### src/logic/fbm_pkg.sv
// Shared constants, opcodes and types of the four-bit core
package fbm_pkg;

  // ----------------------------------------------------------------
  // Widths, reset values, short-call page and divider end count
  // ----------------------------------------------------------------
  localparam int          PC_W       = 11;
  localparam int          IR_W       = 9;
  localparam int          DP_W       = 6;
  localparam logic [3:0]  PAGE_SHORT = 4'h2;
  localparam logic [1:0]  SP_RST     = 2'h3;
  localparam logic [2:0]  DIV_LAST   = 3'h7;
  localparam logic [10:0] PC_RST     = 11'h000;

  // ----------------------------------------------------------------
  // Opcode bases and masks
  // ----------------------------------------------------------------
  localparam logic [8:0] M_ALL  = 9'h1FF;
  localparam logic [8:0] M_NIB  = 9'h1F0;
  localparam logic [8:0] M_J    = 9'h1FC;
  localparam logic [8:0] M_TOP2 = 9'h180;
  localparam logic [8:0] M_LXY  = 9'h1C0;
  localparam logic [8:0] OP_ADDI   = 9'h0A0;
  localparam logic [8:0] OP_LA     = 9'h0B0;
  localparam logic [8:0] OP_LXY    = 9'h0C0;
  localparam logic [8:0] OP_AM     = 9'h00A;
  localparam logic [8:0] OP_AMC    = 9'h00B;
  localparam logic [8:0] OP_SC     = 9'h007;
  localparam logic [8:0] OP_RC     = 9'h006;
  localparam logic [8:0] OP_SZC    = 9'h02F;
  localparam logic [8:0] OP_CMA    = 9'h01C;
  localparam logic [8:0] OP_SEAM   = 9'h026;
  localparam logic [8:0] OP_INY    = 9'h013;
  localparam logic [8:0] OP_DEY    = 9'h017;
  localparam logic [8:0] OP_XAM    = 9'h060;
  localparam logic [8:0] OP_SWAP_ACC_RAM_DEC_Y   = 9'h064;
  localparam logic [8:0] OP_SWAP_ACC_RAM_INC_Y   = 9'h068;
  localparam logic [8:0] OP_TAM    = 9'h06C;
  localparam logic [8:0] OP_BR     = 9'h180;
  localparam logic [8:0] OP_BM     = 9'h100;
  localparam logic [8:0] OP_BA     = 9'h001;
  localparam logic [8:0] OP_BL     = 9'h030;
  localparam logic [8:0] OP_BLA    = 9'h010;
  localparam logic [8:0] OP_BML    = 9'h070;
  localparam logic [8:0] OP_LONG_CALL_ACC_INDEXED   = 9'h050;
  localparam logic [8:0] OP_SEA    = 9'h025;
  localparam logic [8:0] OP_RT     = 9'h044;
  localparam logic [8:0] OP_RTS    = 9'h045;
  localparam logic [8:0] OP_TEST_TIMER1_UNDERFLOW  = 9'h042;
  localparam logic [8:0] OP_TEST_TIMER2_UNDERFLOW  = 9'h052;
  localparam logic [8:0] OP_CLD    = 9'h011;
  localparam logic [8:0] OP_RD     = 9'h014;
  localparam logic [8:0] OP_SD     = 9'h015;
  localparam logic [8:0] OP_SZD    = 9'h02B;
  localparam logic [8:0] OP_OEA    = 9'h084;
  localparam logic [8:0] OP_IAE    = 9'h056;
  localparam logic [8:0] OP_OGA    = 9'h080;
  localparam logic [8:0] OP_IAG    = 9'h028;
  localparam logic [8:0] OP_CCK    = 9'h059;
  localparam logic [8:0] OP_ACC_LOGIC_WITH_E   = 9'h041;
  localparam logic [8:0] OP_SET_LOGIC_SELECTOR   = 9'h090;
  localparam logic [8:0] OP_LOAD_TIMER1_FROM_BA   = 9'h091;
  localparam logic [8:0] OP_LOAD_TIMER2_FROM_BA   = 9'h092;
  localparam logic [8:0] OP_LOAD_TIMER2_HIGH_RELOAD  = 9'h093;
  localparam logic [8:0] OP_COPY_LOW_RELOAD_TO_TIMER2  = 9'h094;
  localparam logic [8:0] OP_TAB    = 9'h095;
  localparam logic [8:0] OP_TBA    = 9'h096;
  localparam logic [8:0] OP_TEAB   = 9'h098;

  // Logic selector codes
  localparam logic [1:0] LO_XOR = 2'h0;
  localparam logic [1:0] LO_OR  = 2'h1;
  localparam logic [1:0] LO_AND = 2'h2;

  // ----------------------------------------------------------------
  // Types
  // ----------------------------------------------------------------
  typedef enum logic [1:0] {FBM_FETCH, FBM_EXEC, FBM_WAIT, FBM_HOLD} fbm_state_e;

  typedef struct packed {
    logic       t1_reload_we;
    logic       t1_count_we;
    logic       t2_low_we;
    logic       t2_high_we;
    logic       t2_count_we;
    logic [7:0] data;
  } fbm_tmr_s;

endpackage

### src/logic/fbm_ram.sv
// Data RAM, 64 nibbles, registered read
`timescale 1ns/1ns
`default_nettype none
module fbm_ram (
  input  wire logic       clk_i,
  input  wire logic       we_i,
  input  wire logic [5:0] addr_i,
  input  wire logic [3:0] wdata_i,
  output logic      [3:0] rdata_o
);
  logic [3:0] mem_q [64];

  always_ff @(posedge clk_i) begin
    if (we_i) begin
      mem_q[addr_i] <= wdata_i;
    end
    rdata_o <= mem_q[addr_i];
  end
endmodule
`default_nettype wire

### src/logic/fbm_core.sv
// Instruction decode and execute core of the four-bit controller
`timescale 1ns/1ns
`default_nettype none
module fbm_core (
  input  wire logic             clk_i,
  input  wire logic             rst_i,
  output logic           [10:0] pc_o,
  input  wire logic      [8:0]  instr_i,
  input  wire logic             timer1_run_i,
  input  wire logic             t1_underflow_i,
  input  wire logic             t2_underflow_i,
  output fbm_pkg::fbm_tmr_s     tmr_o,
  input  wire logic      [7:0]  port_d_i,
  output logic           [7:0]  port_d_o,
  output logic           [7:0]  port_d_oe_n_o,
  input  wire logic      [2:0]  port_e_i,
  output logic           [1:0]  port_e_o,
  output logic           [1:0]  port_e_oe_n_o,
  input  wire logic      [3:0]  port_g_i,
  output logic           [3:0]  port_g_o,
  output logic           [3:0]  port_g_oe_n_o,
  output logic                  clk_undivided_o
);

  function automatic logic op_is(input logic [8:0] w, input logic [8:0] base,
                                 input logic [8:0] mask);
    op_is = ((w & mask) == base);
  endfunction

  // ----------------------------------------------------------------
  // State
  // ----------------------------------------------------------------
  fbm_pkg::fbm_state_e state_q, state_d;
  fbm_pkg::fbm_tmr_s   tmr_q, tmr_d;
  logic [3:0]  acc_q, acc_d, b_q, b_d, y_q, y_d, ram_rd;
  logic [1:0]  x_q, x_d, lo_q, lo_d, sp_q, sp_d, pe_q, pe_d;
  logic        carry_q, carry_d, skip_q, skip_d, second_q, second_d;
  logic        fast_q, fast_d, t1f_q, t1f_d, t2f_q, t2f_d, push_c, ram_we_c;
  logic [10:0] pc_q, pc_d, stack_q [4];
  logic [8:0]  ir_q, op1_q, op1_d;
  logic [7:0]  er_q, er_d, r2l_q, r2l_d, pd_q, pd_d;
  logic [3:0]  pg_q, pg_d;
  logic [2:0]  div_q;

  // ----------------------------------------------------------------
  // Cycle enable and decode
  // ----------------------------------------------------------------
  wire         ce_w     = fast_q | (div_q == fbm_pkg::DIV_LAST);
  wire         exec_w   = ce_w && (state_q == fbm_pkg::FBM_EXEC);
  wire         exec1_w  = exec_w && !second_q && !skip_q;
  wire [10:0]  pc_inc_w = pc_q + 11'h001;
  wire [10:0]  ret_tgt_w = stack_q[sp_q];
  wire [5:0]   dp_w     = {x_q, y_q};
  wire [1:0]   j_w      = ir_q[1:0];
  wire [2:0]   ybit_w   = y_q[2:0];
  wire [4:0]   addi_w   = {1'b0, acc_q} + {1'b0, ir_q[3:0]};
  wire [4:0]   am_w     = {1'b0, acc_q} + {1'b0, ram_rd};
  wire [4:0]   amc_w    = am_w + {4'h0, carry_q};
  wire [3:0]   y_inc_w  = y_q + 4'h1;
  wire [3:0]   y_dec_w  = y_q - 4'h1;
  wire [7:0]   ba_w     = {b_q, acc_q};
  wire [3:0]   acc_logic_with_e_w   = (lo_q == fbm_pkg::LO_XOR) ? (acc_q ^ er_q[3:0]) :
                          (lo_q == fbm_pkg::LO_OR)  ? (acc_q | er_q[3:0]) :
                          (lo_q == fbm_pkg::LO_AND) ? (acc_q & er_q[3:0]) :
                          acc_q;
  wire         two_w    = op_is(ir_q, fbm_pkg::OP_BA,   fbm_pkg::M_ALL)
                        | op_is(ir_q, fbm_pkg::OP_BL,   fbm_pkg::M_NIB)
                        | op_is(ir_q, fbm_pkg::OP_BLA,  fbm_pkg::M_ALL)
                        | op_is(ir_q, fbm_pkg::OP_BML,  fbm_pkg::M_NIB)
                        | op_is(ir_q, fbm_pkg::OP_LONG_CALL_ACC_INDEXED, fbm_pkg::M_ALL)
                        | op_is(ir_q, fbm_pkg::OP_SEA,  fbm_pkg::M_ALL);
  wire op_addi_w = op_is(ir_q, fbm_pkg::OP_ADDI, fbm_pkg::M_NIB);
  wire op_amc_w  = op_is(ir_q, fbm_pkg::OP_AMC,  fbm_pkg::M_ALL);
  wire op_tam_w  = op_is(ir_q, fbm_pkg::OP_TAM,  fbm_pkg::M_J);
  wire op_xam_w  = op_is(ir_q, fbm_pkg::OP_XAM,  fbm_pkg::M_J);
  wire op_swap_acc_ram_dec_y_w = op_is(ir_q, fbm_pkg::OP_SWAP_ACC_RAM_DEC_Y, fbm_pkg::M_J);
  wire op_swap_acc_ram_inc_y_w = op_is(ir_q, fbm_pkg::OP_SWAP_ACC_RAM_INC_Y, fbm_pkg::M_J);
  wire op_iny_w  = op_is(ir_q, fbm_pkg::OP_INY,  fbm_pkg::M_ALL);
  wire op_dey_w  = op_is(ir_q, fbm_pkg::OP_DEY,  fbm_pkg::M_ALL);
  wire op_bm_w   = op_is(ir_q, fbm_pkg::OP_BM,   fbm_pkg::M_TOP2);
  wire op_rt_w   = op_is(ir_q, fbm_pkg::OP_RT,   fbm_pkg::M_ALL)
                 | op_is(ir_q, fbm_pkg::OP_RTS,  fbm_pkg::M_ALL);
  wire op_load_timer1_from_ba_w = op_is(ir_q, fbm_pkg::OP_LOAD_TIMER1_FROM_BA, fbm_pkg::M_ALL);
  wire op_snz1_w = op_is(ir_q, fbm_pkg::OP_TEST_TIMER1_UNDERFLOW, fbm_pkg::M_ALL);
  wire op_cck_w  = op_is(ir_q, fbm_pkg::OP_CCK,  fbm_pkg::M_ALL);
  wire op_xchg_w = op_xam_w | op_swap_acc_ram_dec_y_w | op_swap_acc_ram_inc_y_w;

  // ----------------------------------------------------------------
  // Execute
  // ----------------------------------------------------------------
  always_comb begin
    state_d = state_q;  acc_d = acc_q;  b_d = b_q;  x_d = x_q;  y_d = y_q;
    carry_d = carry_q;  lo_d = lo_q;  sp_d = sp_q;  pc_d = pc_q;
    skip_d = skip_q;  second_d = second_q;  op1_d = op1_q;  er_d = er_q;
    fast_d = fast_q;  t1f_d = t1f_q;  t2f_d = t2f_q;  r2l_d = r2l_q;
    pd_d = pd_q;  pe_d = pe_q;  pg_d = pg_q;  push_c = 1'b0;  ram_we_c = 1'b0;
    tmr_d = '{default: 1'b0, data: tmr_q.data};
    if (ce_w) begin
      case (state_q)
        fbm_pkg::FBM_FETCH: state_d = fbm_pkg::FBM_EXEC;
        // Two idle phases make an unskipped return a full second machine cycle
        fbm_pkg::FBM_WAIT:  state_d = fbm_pkg::FBM_HOLD;
        fbm_pkg::FBM_HOLD:  state_d = fbm_pkg::FBM_FETCH;
        default:            state_d = fbm_pkg::FBM_FETCH;
      endcase
    end
    if (exec_w) begin
      pc_d   = pc_inc_w;
      skip_d = 1'b0;
      if (second_q) begin
        second_d = 1'b0;
        if (!skip_q) begin
          if (op_is(op1_q, fbm_pkg::OP_BA, fbm_pkg::M_ALL)) begin
            pc_d = {pc_q[10:7], ir_q[6:4], acc_q};
          end else if (op_is(op1_q, fbm_pkg::OP_BL, fbm_pkg::M_NIB)) begin
            pc_d = {op1_q[3:0], ir_q[6:0]};
          end else if (op_is(op1_q, fbm_pkg::OP_BLA, fbm_pkg::M_ALL)) begin
            pc_d = {ir_q[3:0], ir_q[6:4], acc_q};
          end else if (op_is(op1_q, fbm_pkg::OP_BML, fbm_pkg::M_NIB)) begin
            push_c = 1'b1;
            sp_d   = sp_q + 2'h1;
            pc_d   = {op1_q[3:0], ir_q[6:0]};
          end else if (op_is(op1_q, fbm_pkg::OP_LONG_CALL_ACC_INDEXED, fbm_pkg::M_ALL)) begin
            push_c = 1'b1;
            sp_d   = sp_q + 2'h1;
            pc_d   = {ir_q[3:0], ir_q[6:4], acc_q};
          end else begin
            skip_d = (acc_q == ir_q[3:0]);
          end
        end
      end else if (two_w) begin
        // Skip flag rides over to the second word so both words are dropped
        second_d = 1'b1;
        op1_d    = ir_q;
        skip_d   = skip_q;
      end else if (!skip_q) begin
        if (op_addi_w) begin
          acc_d  = addi_w[3:0];
          skip_d = !addi_w[4];
        end else if (op_is(ir_q, fbm_pkg::OP_AM, fbm_pkg::M_ALL)) begin
          acc_d = am_w[3:0];
        end else if (op_amc_w) begin
          acc_d   = amc_w[3:0];
          carry_d = amc_w[4];
        end else if (op_is(ir_q, fbm_pkg::OP_LA, fbm_pkg::M_NIB)) begin
          acc_d = ir_q[3:0];
        end else if (op_is(ir_q, fbm_pkg::OP_LXY, fbm_pkg::M_LXY)) begin
          x_d = ir_q[5:4];
          y_d = ir_q[3:0];
        end else if (op_is(ir_q, fbm_pkg::OP_SC, fbm_pkg::M_ALL)) begin
          carry_d = 1'b1;
        end else if (op_is(ir_q, fbm_pkg::OP_RC, fbm_pkg::M_ALL)) begin
          carry_d = 1'b0;
        end else if (op_is(ir_q, fbm_pkg::OP_SZC, fbm_pkg::M_ALL)) begin
          skip_d = !carry_q;
        end else if (op_is(ir_q, fbm_pkg::OP_CMA, fbm_pkg::M_ALL)) begin
          acc_d = ~acc_q;
        end else if (op_is(ir_q, fbm_pkg::OP_SEAM, fbm_pkg::M_ALL)) begin
          skip_d = (acc_q == ram_rd);
        end else if (op_tam_w) begin
          acc_d = ram_rd;
          x_d   = x_q ^ j_w;
        end else if (op_xchg_w) begin
          acc_d    = ram_rd;
          ram_we_c = 1'b1;
          x_d      = x_q ^ j_w;
          if (op_swap_acc_ram_dec_y_w) begin
            y_d = y_dec_w;
          end else if (op_swap_acc_ram_inc_y_w) begin
            y_d = y_inc_w;
          end
        end else if (op_dey_w) begin
          y_d    = y_dec_w;
          skip_d = (y_dec_w == 4'hF);
        end else if (op_iny_w) begin
          y_d    = y_inc_w;
          skip_d = (y_inc_w == 4'h0);
        end else if (op_is(ir_q, fbm_pkg::OP_BR, fbm_pkg::M_TOP2)) begin
          pc_d = {pc_q[10:7], ir_q[6:0]};
        end else if (op_bm_w) begin
          push_c = 1'b1;
          sp_d   = sp_q + 2'h1;
          pc_d   = {fbm_pkg::PAGE_SHORT, ir_q[6:0]};
        end else if (op_rt_w) begin
          pc_d    = ret_tgt_w;
          sp_d    = sp_q - 2'h1;
          skip_d  = ir_q[0];
          state_d = fbm_pkg::FBM_WAIT;
        end else if (op_load_timer1_from_ba_w) begin
          tmr_d.t1_reload_we = 1'b1;
          tmr_d.t1_count_we  = !timer1_run_i;
          tmr_d.data         = ba_w;
        end else if (op_is(ir_q, fbm_pkg::OP_LOAD_TIMER2_FROM_BA, fbm_pkg::M_ALL)) begin
          r2l_d             = ba_w;
          tmr_d.t2_low_we   = 1'b1;
          tmr_d.t2_count_we = 1'b1;
          tmr_d.data        = ba_w;
        end else if (op_is(ir_q, fbm_pkg::OP_LOAD_TIMER2_HIGH_RELOAD, fbm_pkg::M_ALL)) begin
          tmr_d.t2_high_we = 1'b1;
          tmr_d.data       = ba_w;
        end else if (op_is(ir_q, fbm_pkg::OP_COPY_LOW_RELOAD_TO_TIMER2, fbm_pkg::M_ALL)) begin
          tmr_d.t2_count_we = 1'b1;
          tmr_d.data        = r2l_q;
        end else if (op_snz1_w) begin
          skip_d = t1f_q;
          t1f_d  = 1'b0;
        end else if (op_is(ir_q, fbm_pkg::OP_TEST_TIMER2_UNDERFLOW, fbm_pkg::M_ALL)) begin
          skip_d = t2f_q;
          t2f_d  = 1'b0;
        end else if (op_is(ir_q, fbm_pkg::OP_CLD, fbm_pkg::M_ALL)) begin
          pd_d = 8'h00;
        end else if (op_is(ir_q, fbm_pkg::OP_SD, fbm_pkg::M_ALL) && !y_q[3]) begin
          pd_d[ybit_w] = 1'b1;
        end else if (op_is(ir_q, fbm_pkg::OP_RD, fbm_pkg::M_ALL) && !y_q[3]) begin
          pd_d[ybit_w] = 1'b0;
        end else if (op_is(ir_q, fbm_pkg::OP_SZD, fbm_pkg::M_ALL)) begin
          skip_d = (y_q[3:2] == 2'h1) && !port_d_i[ybit_w];
        end else if (op_is(ir_q, fbm_pkg::OP_IAE, fbm_pkg::M_ALL)) begin
          acc_d[2:0] = port_e_i;
        end else if (op_is(ir_q, fbm_pkg::OP_OEA, fbm_pkg::M_ALL)) begin
          pe_d = acc_q[1:0];
        end else if (op_is(ir_q, fbm_pkg::OP_OGA, fbm_pkg::M_ALL)) begin
          pg_d = acc_q;
        end else if (op_is(ir_q, fbm_pkg::OP_IAG, fbm_pkg::M_ALL)) begin
          acc_d = port_g_i;
        end else if (op_cck_w) begin
          fast_d = 1'b1;
        end else if (op_is(ir_q, fbm_pkg::OP_SET_LOGIC_SELECTOR, fbm_pkg::M_ALL)) begin
          lo_d = acc_q[1:0];
        end else if (op_is(ir_q, fbm_pkg::OP_ACC_LOGIC_WITH_E, fbm_pkg::M_ALL)) begin
          acc_d = acc_logic_with_e_w;
        end else if (op_is(ir_q, fbm_pkg::OP_TAB, fbm_pkg::M_ALL)) begin
          acc_d = b_q;
        end else if (op_is(ir_q, fbm_pkg::OP_TBA, fbm_pkg::M_ALL)) begin
          b_d = acc_q;
        end else if (op_is(ir_q, fbm_pkg::OP_TEAB, fbm_pkg::M_ALL)) begin
          er_d = ba_w;
        end
      end else if (op_rt_w) begin
        state_d = fbm_pkg::FBM_FETCH;
      end
    end
    // Late underflow beats a same-cycle clear
    if (t1_underflow_i) begin
      t1f_d = 1'b1;
    end
    if (t2_underflow_i) begin
      t2f_d = 1'b1;
    end
  end

  // ----------------------------------------------------------------
  // Registers
  // ----------------------------------------------------------------
  always_ff @(posedge clk_i) begin
    if (rst_i) begin
      state_q <= fbm_pkg::FBM_FETCH;  acc_q <= 4'h0;  b_q <= 4'h0;  x_q <= 2'h0;
      y_q <= 4'h0;  carry_q <= 1'b0;  lo_q <= fbm_pkg::LO_XOR;  sp_q <= fbm_pkg::SP_RST;
      pc_q <= fbm_pkg::PC_RST;  skip_q <= 1'b0;  second_q <= 1'b0;  op1_q <= 9'h000;
      er_q <= 8'h00;  fast_q <= 1'b0;  t1f_q <= 1'b0;  t2f_q <= 1'b0;  r2l_q <= 8'h00;
      pd_q <= 8'h00;  pe_q <= 2'h0;  pg_q <= 4'h0;  tmr_q <= '0;  ir_q <= 9'h000;
      div_q <= 3'h0;
    end else begin
      state_q <= state_d;  acc_q <= acc_d;  b_q <= b_d;  x_q <= x_d;  y_q <= y_d;
      carry_q <= carry_d;  lo_q <= lo_d;  sp_q <= sp_d;  pc_q <= pc_d;
      skip_q <= skip_d;  second_q <= second_d;  op1_q <= op1_d;  er_q <= er_d;
      fast_q <= fast_d;  t1f_q <= t1f_d;  t2f_q <= t2f_d;  r2l_q <= r2l_d;
      pd_q <= pd_d;  pe_q <= pe_d;  pg_q <= pg_d;  tmr_q <= tmr_d;
      div_q <= div_q + 3'h1;
      if (ce_w && state_q == fbm_pkg::FBM_FETCH) begin
        ir_q <= instr_i;
      end
    end
  end

  // Return stack: entry picked by the incremented index
  for (genvar i = 0; i < 4; i++) begin : g_stack
    always_ff @(posedge clk_i) begin
      if (rst_i) begin
        stack_q[i] <= fbm_pkg::PC_RST;
      end else if (push_c && sp_d == 2'(i)) begin
        stack_q[i] <= pc_inc_w;
      end
    end
  end

  fbm_ram u_ram (
    .clk_i   (clk_i),
    .we_i    (ram_we_c),
    .addr_i  (dp_w),
    .wdata_i (acc_q),
    .rdata_o (ram_rd)
  );

  assign pc_o            = pc_q;
  assign tmr_o           = tmr_q;
  assign port_d_o        = pd_q;
  assign port_d_oe_n_o   = ~pd_q;
  assign port_e_o        = pe_q;
  assign port_e_oe_n_o   = ~pe_q;
  assign port_g_o        = pg_q;
  assign port_g_oe_n_o   = ~pg_q;
  assign clk_undivided_o = fast_q;
endmodule
`default_nettype wire

### config.mk
export PLATFORM = sky130hd
export DESIGN_NAME = fbm_core
export DESIGN_NICKNAME = d
export VERILOG_FILES = /design/src/logic/fbm_pkg.sv /design/src/logic/fbm_ram.sv /design/src/logic/fbm_core.sv
export SDC_FILE = /design/constraint.sdc
export NUM_CORES = 1
export LEC_CHECK = 0
export ABC_CLOCK_PERIOD_IN_PS = 9180
export BUFFER_PORTS_ARGS = -buffer_cell sky130_fd_sc_hd__clkbuf_2
export CORE_UTILIZATION = 51
export DETAILED_ROUTE_END_ITERATION = 8
export PLACE_DENSITY_LB_ADDON = 0.12
export SLEW_MARGIN = 10
export SYNTH_ARGS = -nofsm -noshare
export SYNTH_HDL_FRONTEND = slang
export SYNTH_SLANG_ARGS = --single-unit
### constraint.sdc
create_clock -name clk_i -period 9.18 [get_ports clk_i]
set_input_delay 2.754 -clock clk_i [delete_from_list [all_inputs] [get_ports clk_i]]
set_output_delay 2.754 -clock clk_i [all_outputs]
set_load 0.1 [all_outputs]
==> impl_results.md <==
* CP bufs+invs at 1
* Top layer used by detailed routing: met4
* Buffers inserted during post-CTS setup optimization at 0
* Seq/Total Area, Yosys at 0.600
* Commonest register cell after synthesis: sky130_fd_sc_hd__edfxtp_1
* Overall global routing resource usage at 0.276
* Number of instances in the placed design at 2,023
* Number of antenna violations at the first check in global routing at 1
* Average footprint of a synthesized cell at 11.7 um^2
* Arr. time, crit path at 1.81 ns
* First-pass GRT wire length at 76.5 mm
* Ant diodes at 0
* Worst setup slack for register-to-register paths at 4.95 ns
* Synthesized instance count at 1,572
* Overall die height at 192 um
* Clock Latency Late Sink at 0.59 ns
* Origin of the worst min-delay path: div_q[0]
* Initial drt markers at 1,447
* Count of port buffers added during placement at 77
* Total half-perimeter wirelength after legalization and detailed placement at 32.0 mm
* Via total after detailed routing at 13.5k
* Post-synthesis to final-layout area growth at 10.9%
* Kind of cell adding the most delay to the critical path: flip-flops
* Final net count at 1,662
* Via density per instance at 6.42
* Status: completed
* Net count after synthesis at 1,628
* Wire length the detailed router placed on met1 at 21.0 mm
* Netlist Area Pre-Place at 18,400 um^2
* Synth Warn # at 0
* TritonCTS clock tree: yes
* Area fraction of the dominant cell type after synthesis at 0.490
* Required time at the endpoint of the critical path at 6.43 ns
* Static Leak at 6.93 nW
* Crit-path max cell delay at 0.67 ns
* Achievable clock frequency at 219 MHz
* Cell with the largest stage delay on the worst path: sky130_fd_sc_hd__dfxtp_1
* Final Hold Violating Endpoints at 0
* Number of buffers added by the clock tree synthesis step at 42
* Worst min path class: register to register
* Boundary Pins at 82
* Overall die area at 36,800 um^2
* Post-synthesis async set-or-reset flop share at 0
* Average routed wire per standard cell at 24.0 um
* Critical Path Fanout Max at 13
* RePlAce Congestion at 0.955
* Library cell with the largest summed area after synthesis: sky130_fd_sc_hd__edfxtp_1
* Critical Path Start: pc_o[0]
* Pin count of the biggest net entering global routing at 79
* Final core occ at 0.574
* Endpoint type of the worst setup path: output port
* Routed wl met3 at 3.72 mm
* Site Rows at 69
* Ranking of synthesized cells by area: sky130_fd_sc_hd__edfxtp_1 (49%), sky130_fd_sc_hd__dfxtp_1 (11%), sky130_fd_sc_hd__nor2_1 (4.9%), sky130_fd_sc_hd__a22oi_1 (3.6%), sky130_fd_sc_hd__mux2i_1 (2.5%)
* Final Critical Period at 4.56 ns
* Clock transition at the registers of the reported paths at 0.06 ns
* Critical Path Source Type: register
* Maximum number of buffers from clock root to sink at 3
* Max_slew headroom at 0.362
* Unrepaired setup endpoints after global routing: false
* Worst slew pin tran at 0.950 ns
* Post-route fraction of the period consumed by the critical path at 0.497
* Residual DRC count at 0
* Post-route clock skew at 0.0372 ns
* Cell Pwr Density at 175 nW/um^2
* Fin. max-slew vios at 0
* Total of fill cells in the finished design at 2,996
* Proportion of layout cells with a drive suffix above 1 at 0.131
* Worst Path Class, Setup: register to output port
* Antenna Nets Post-Route at 0
* Final TNS setup at 0 ns
* Std-Cell Core Area at 35,500 um^2
* DRT Pass-1 Iters at 7
* Total overflow reported by the global router at 0
* Non-filler cells, final at 2,098
* Total Wirelength at 50.3 mm
* Number of distinct standard cells referenced by the synthesized netlist at 90
* Worst hold margin at 0.420 ns
* Cells along the critical path: clkbuf_2
* Post-cts gate resize count at 0
* Number of hold-repair buffers added at the cts stage at 0
* Clock H-tree levels at 2
* Count of flip-flops with a built-in enable after synthesis at 300
* Cell at the root of the clock tree: sky130_fd_sc_hd__clkbuf_16
* Register bit total from synthesis at 401
* Worst R2R Start: ir_q[8]
* Worst vdd rail ir drop at 0.000174 V
* Die W at 192 um
* Setup violations, final at 0
* Number of max-cap violations at 0
* CTS Sinks at 401
* Met2 wirelength from detailed routing at 23.7 mm
* Via count of the first global-routing pass at 12.8k
* Starting Density at 0.518
[cells by family (layout without fill, tap and decap cells)]
logic type      count (synthesis)  in the layout  share of synthesized area
fa+ha+maj                      27             27                     0.0192
compound gates                372            372                      0.148
buf+inv                       159            224                     0.0348
mux                            62             62                     0.0422
xor+xnor                       23             23                     0.0110
flops                         401            401                      0.600
simple gates                  528            528                      0.145
[cell type report]
class / instances / area [um^2] / share of cell area
clock buffers: 53 / 1120 / 0.0551
inverters: 48 / 180 / 0.00884
clock inverters: 22 / 168 / 0.00823
well taps: 461 / 577 / 0.0283
repair buffers: 101 / 566 / 0.0277
multi-input cells: 1012 / 6730 / 0.330
flip-flops and latches: 401 / 11000 / 0.541
[final timing paths]
check | to | cells after the start
max | pc_o[0] | 1
min | div_q[0] | 1
max reg2reg | u_ram.mem_q[28][2] | 6
min reg2reg | div_q[0] | 1
[layer usage]
layer / global-route usage / up-vias
li1: - / 6090
met1: 0.375 / 6628
met2: 0.442 / 631
met3: 0.0400 / 125
met4: 0.120 / 0
met5: 0 / -
[report_power, final]
group | internal [mW] | switching, mW | leakage (nW) | total (mW)
clock network | 0.900 | 0.705 | 0.628 | 1.60
registers | 1.93 | 0.00286 | 3.64 | 1.94
logic | 0.0108 | 0.0215 | 2.65 | 0.0324
total | 2.84 | 0.730 | 6.93 | 3.57
[synth_stat cells (12+ instances only)]
cell	instances
sky130_fd_sc_hd__a211oi_1	14
sky130_fd_sc_hd__a21oi_1	49
sky130_fd_sc_hd__a221oi_1	36
sky130_fd_sc_hd__a22o_1	19
sky130_fd_sc_hd__a22oi_1	87
sky130_fd_sc_hd__a31oi_1	23
sky130_fd_sc_hd__and3_1	15
sky130_fd_sc_hd__buf_2	18
sky130_fd_sc_hd__clkbuf_1	80
sky130_fd_sc_hd__dfxtp_1	101
sky130_fd_sc_hd__edfxtp_1	300
sky130_fd_sc_hd__ha_1	25
sky130_fd_sc_hd__inv_1	46
sky130_fd_sc_hd__mux2i_1	46
sky130_fd_sc_hd__mux4_2	12
sky130_fd_sc_hd__nand2_1	62
sky130_fd_sc_hd__nand2b_1	16
sky130_fd_sc_hd__nand3_1	39
sky130_fd_sc_hd__nor2_1	242
sky130_fd_sc_hd__nor2b_1	21
sky130_fd_sc_hd__nor3_1	31
sky130_fd_sc_hd__nor4_1	15
sky130_fd_sc_hd__o21ai_0	47
sky130_fd_sc_hd__o22ai_1	12
sky130_fd_sc_hd__xnor2_1	14
[cell usage in the layout (no fill, tap or decap), types with 24 or more instances in the layout]
master                      instances
sky130_fd_sc_hd__dfxtp_1           97
sky130_fd_sc_hd__mux2i_1           46
sky130_fd_sc_hd__inv_1             46
sky130_fd_sc_hd__nand3_1           39
sky130_fd_sc_hd__nor2_1           241
sky130_fd_sc_hd__nand2_1           62
sky130_fd_sc_hd__buf_4             24
sky130_fd_sc_hd__nor3_1            27
sky130_fd_sc_hd__edfxtp_1         300
sky130_fd_sc_hd__a221oi_1          36
sky130_fd_sc_hd__clkbuf_2          76
sky130_fd_sc_hd__ha_1              25
sky130_fd_sc_hd__o21ai_0           47
sky130_fd_sc_hd__clkbuf_16         43
sky130_fd_sc_hd__a21oi_1           49
sky130_fd_sc_hd__a22oi_1           87
[state kept, by name (all words and copies together), names as in the netlist, 8 cells and up]
register	flops
stack_q	44
ir_q	9
op1_q	9
port_d_o	8
u_ram.mem_q	256
tmr_o	13
r2l_q	8
pc_o	11
[worst reg2reg max path: cells and delay by family, from the launching register on]
family	cells	cell delay (ns)
DFF	1	0.80
and+or+nand+nor	5	2.85
AOI/OAI and AO/OA	1	0.25
[stage by stage]
step	worst slack (ns)	cell area, um^2	total power [mW]
6_report	4.62	20400	3.57
5_1_grt	4.57	20400	3.68
4_1_cts	4.61	20400	3.60
3_5_place_dp	4.28	19100	2.01
3_3_place_gp	4.31	19100	2.01
2_1_floorplan	4.79	18400	1.99
Power figures use the tool's default switching activity.
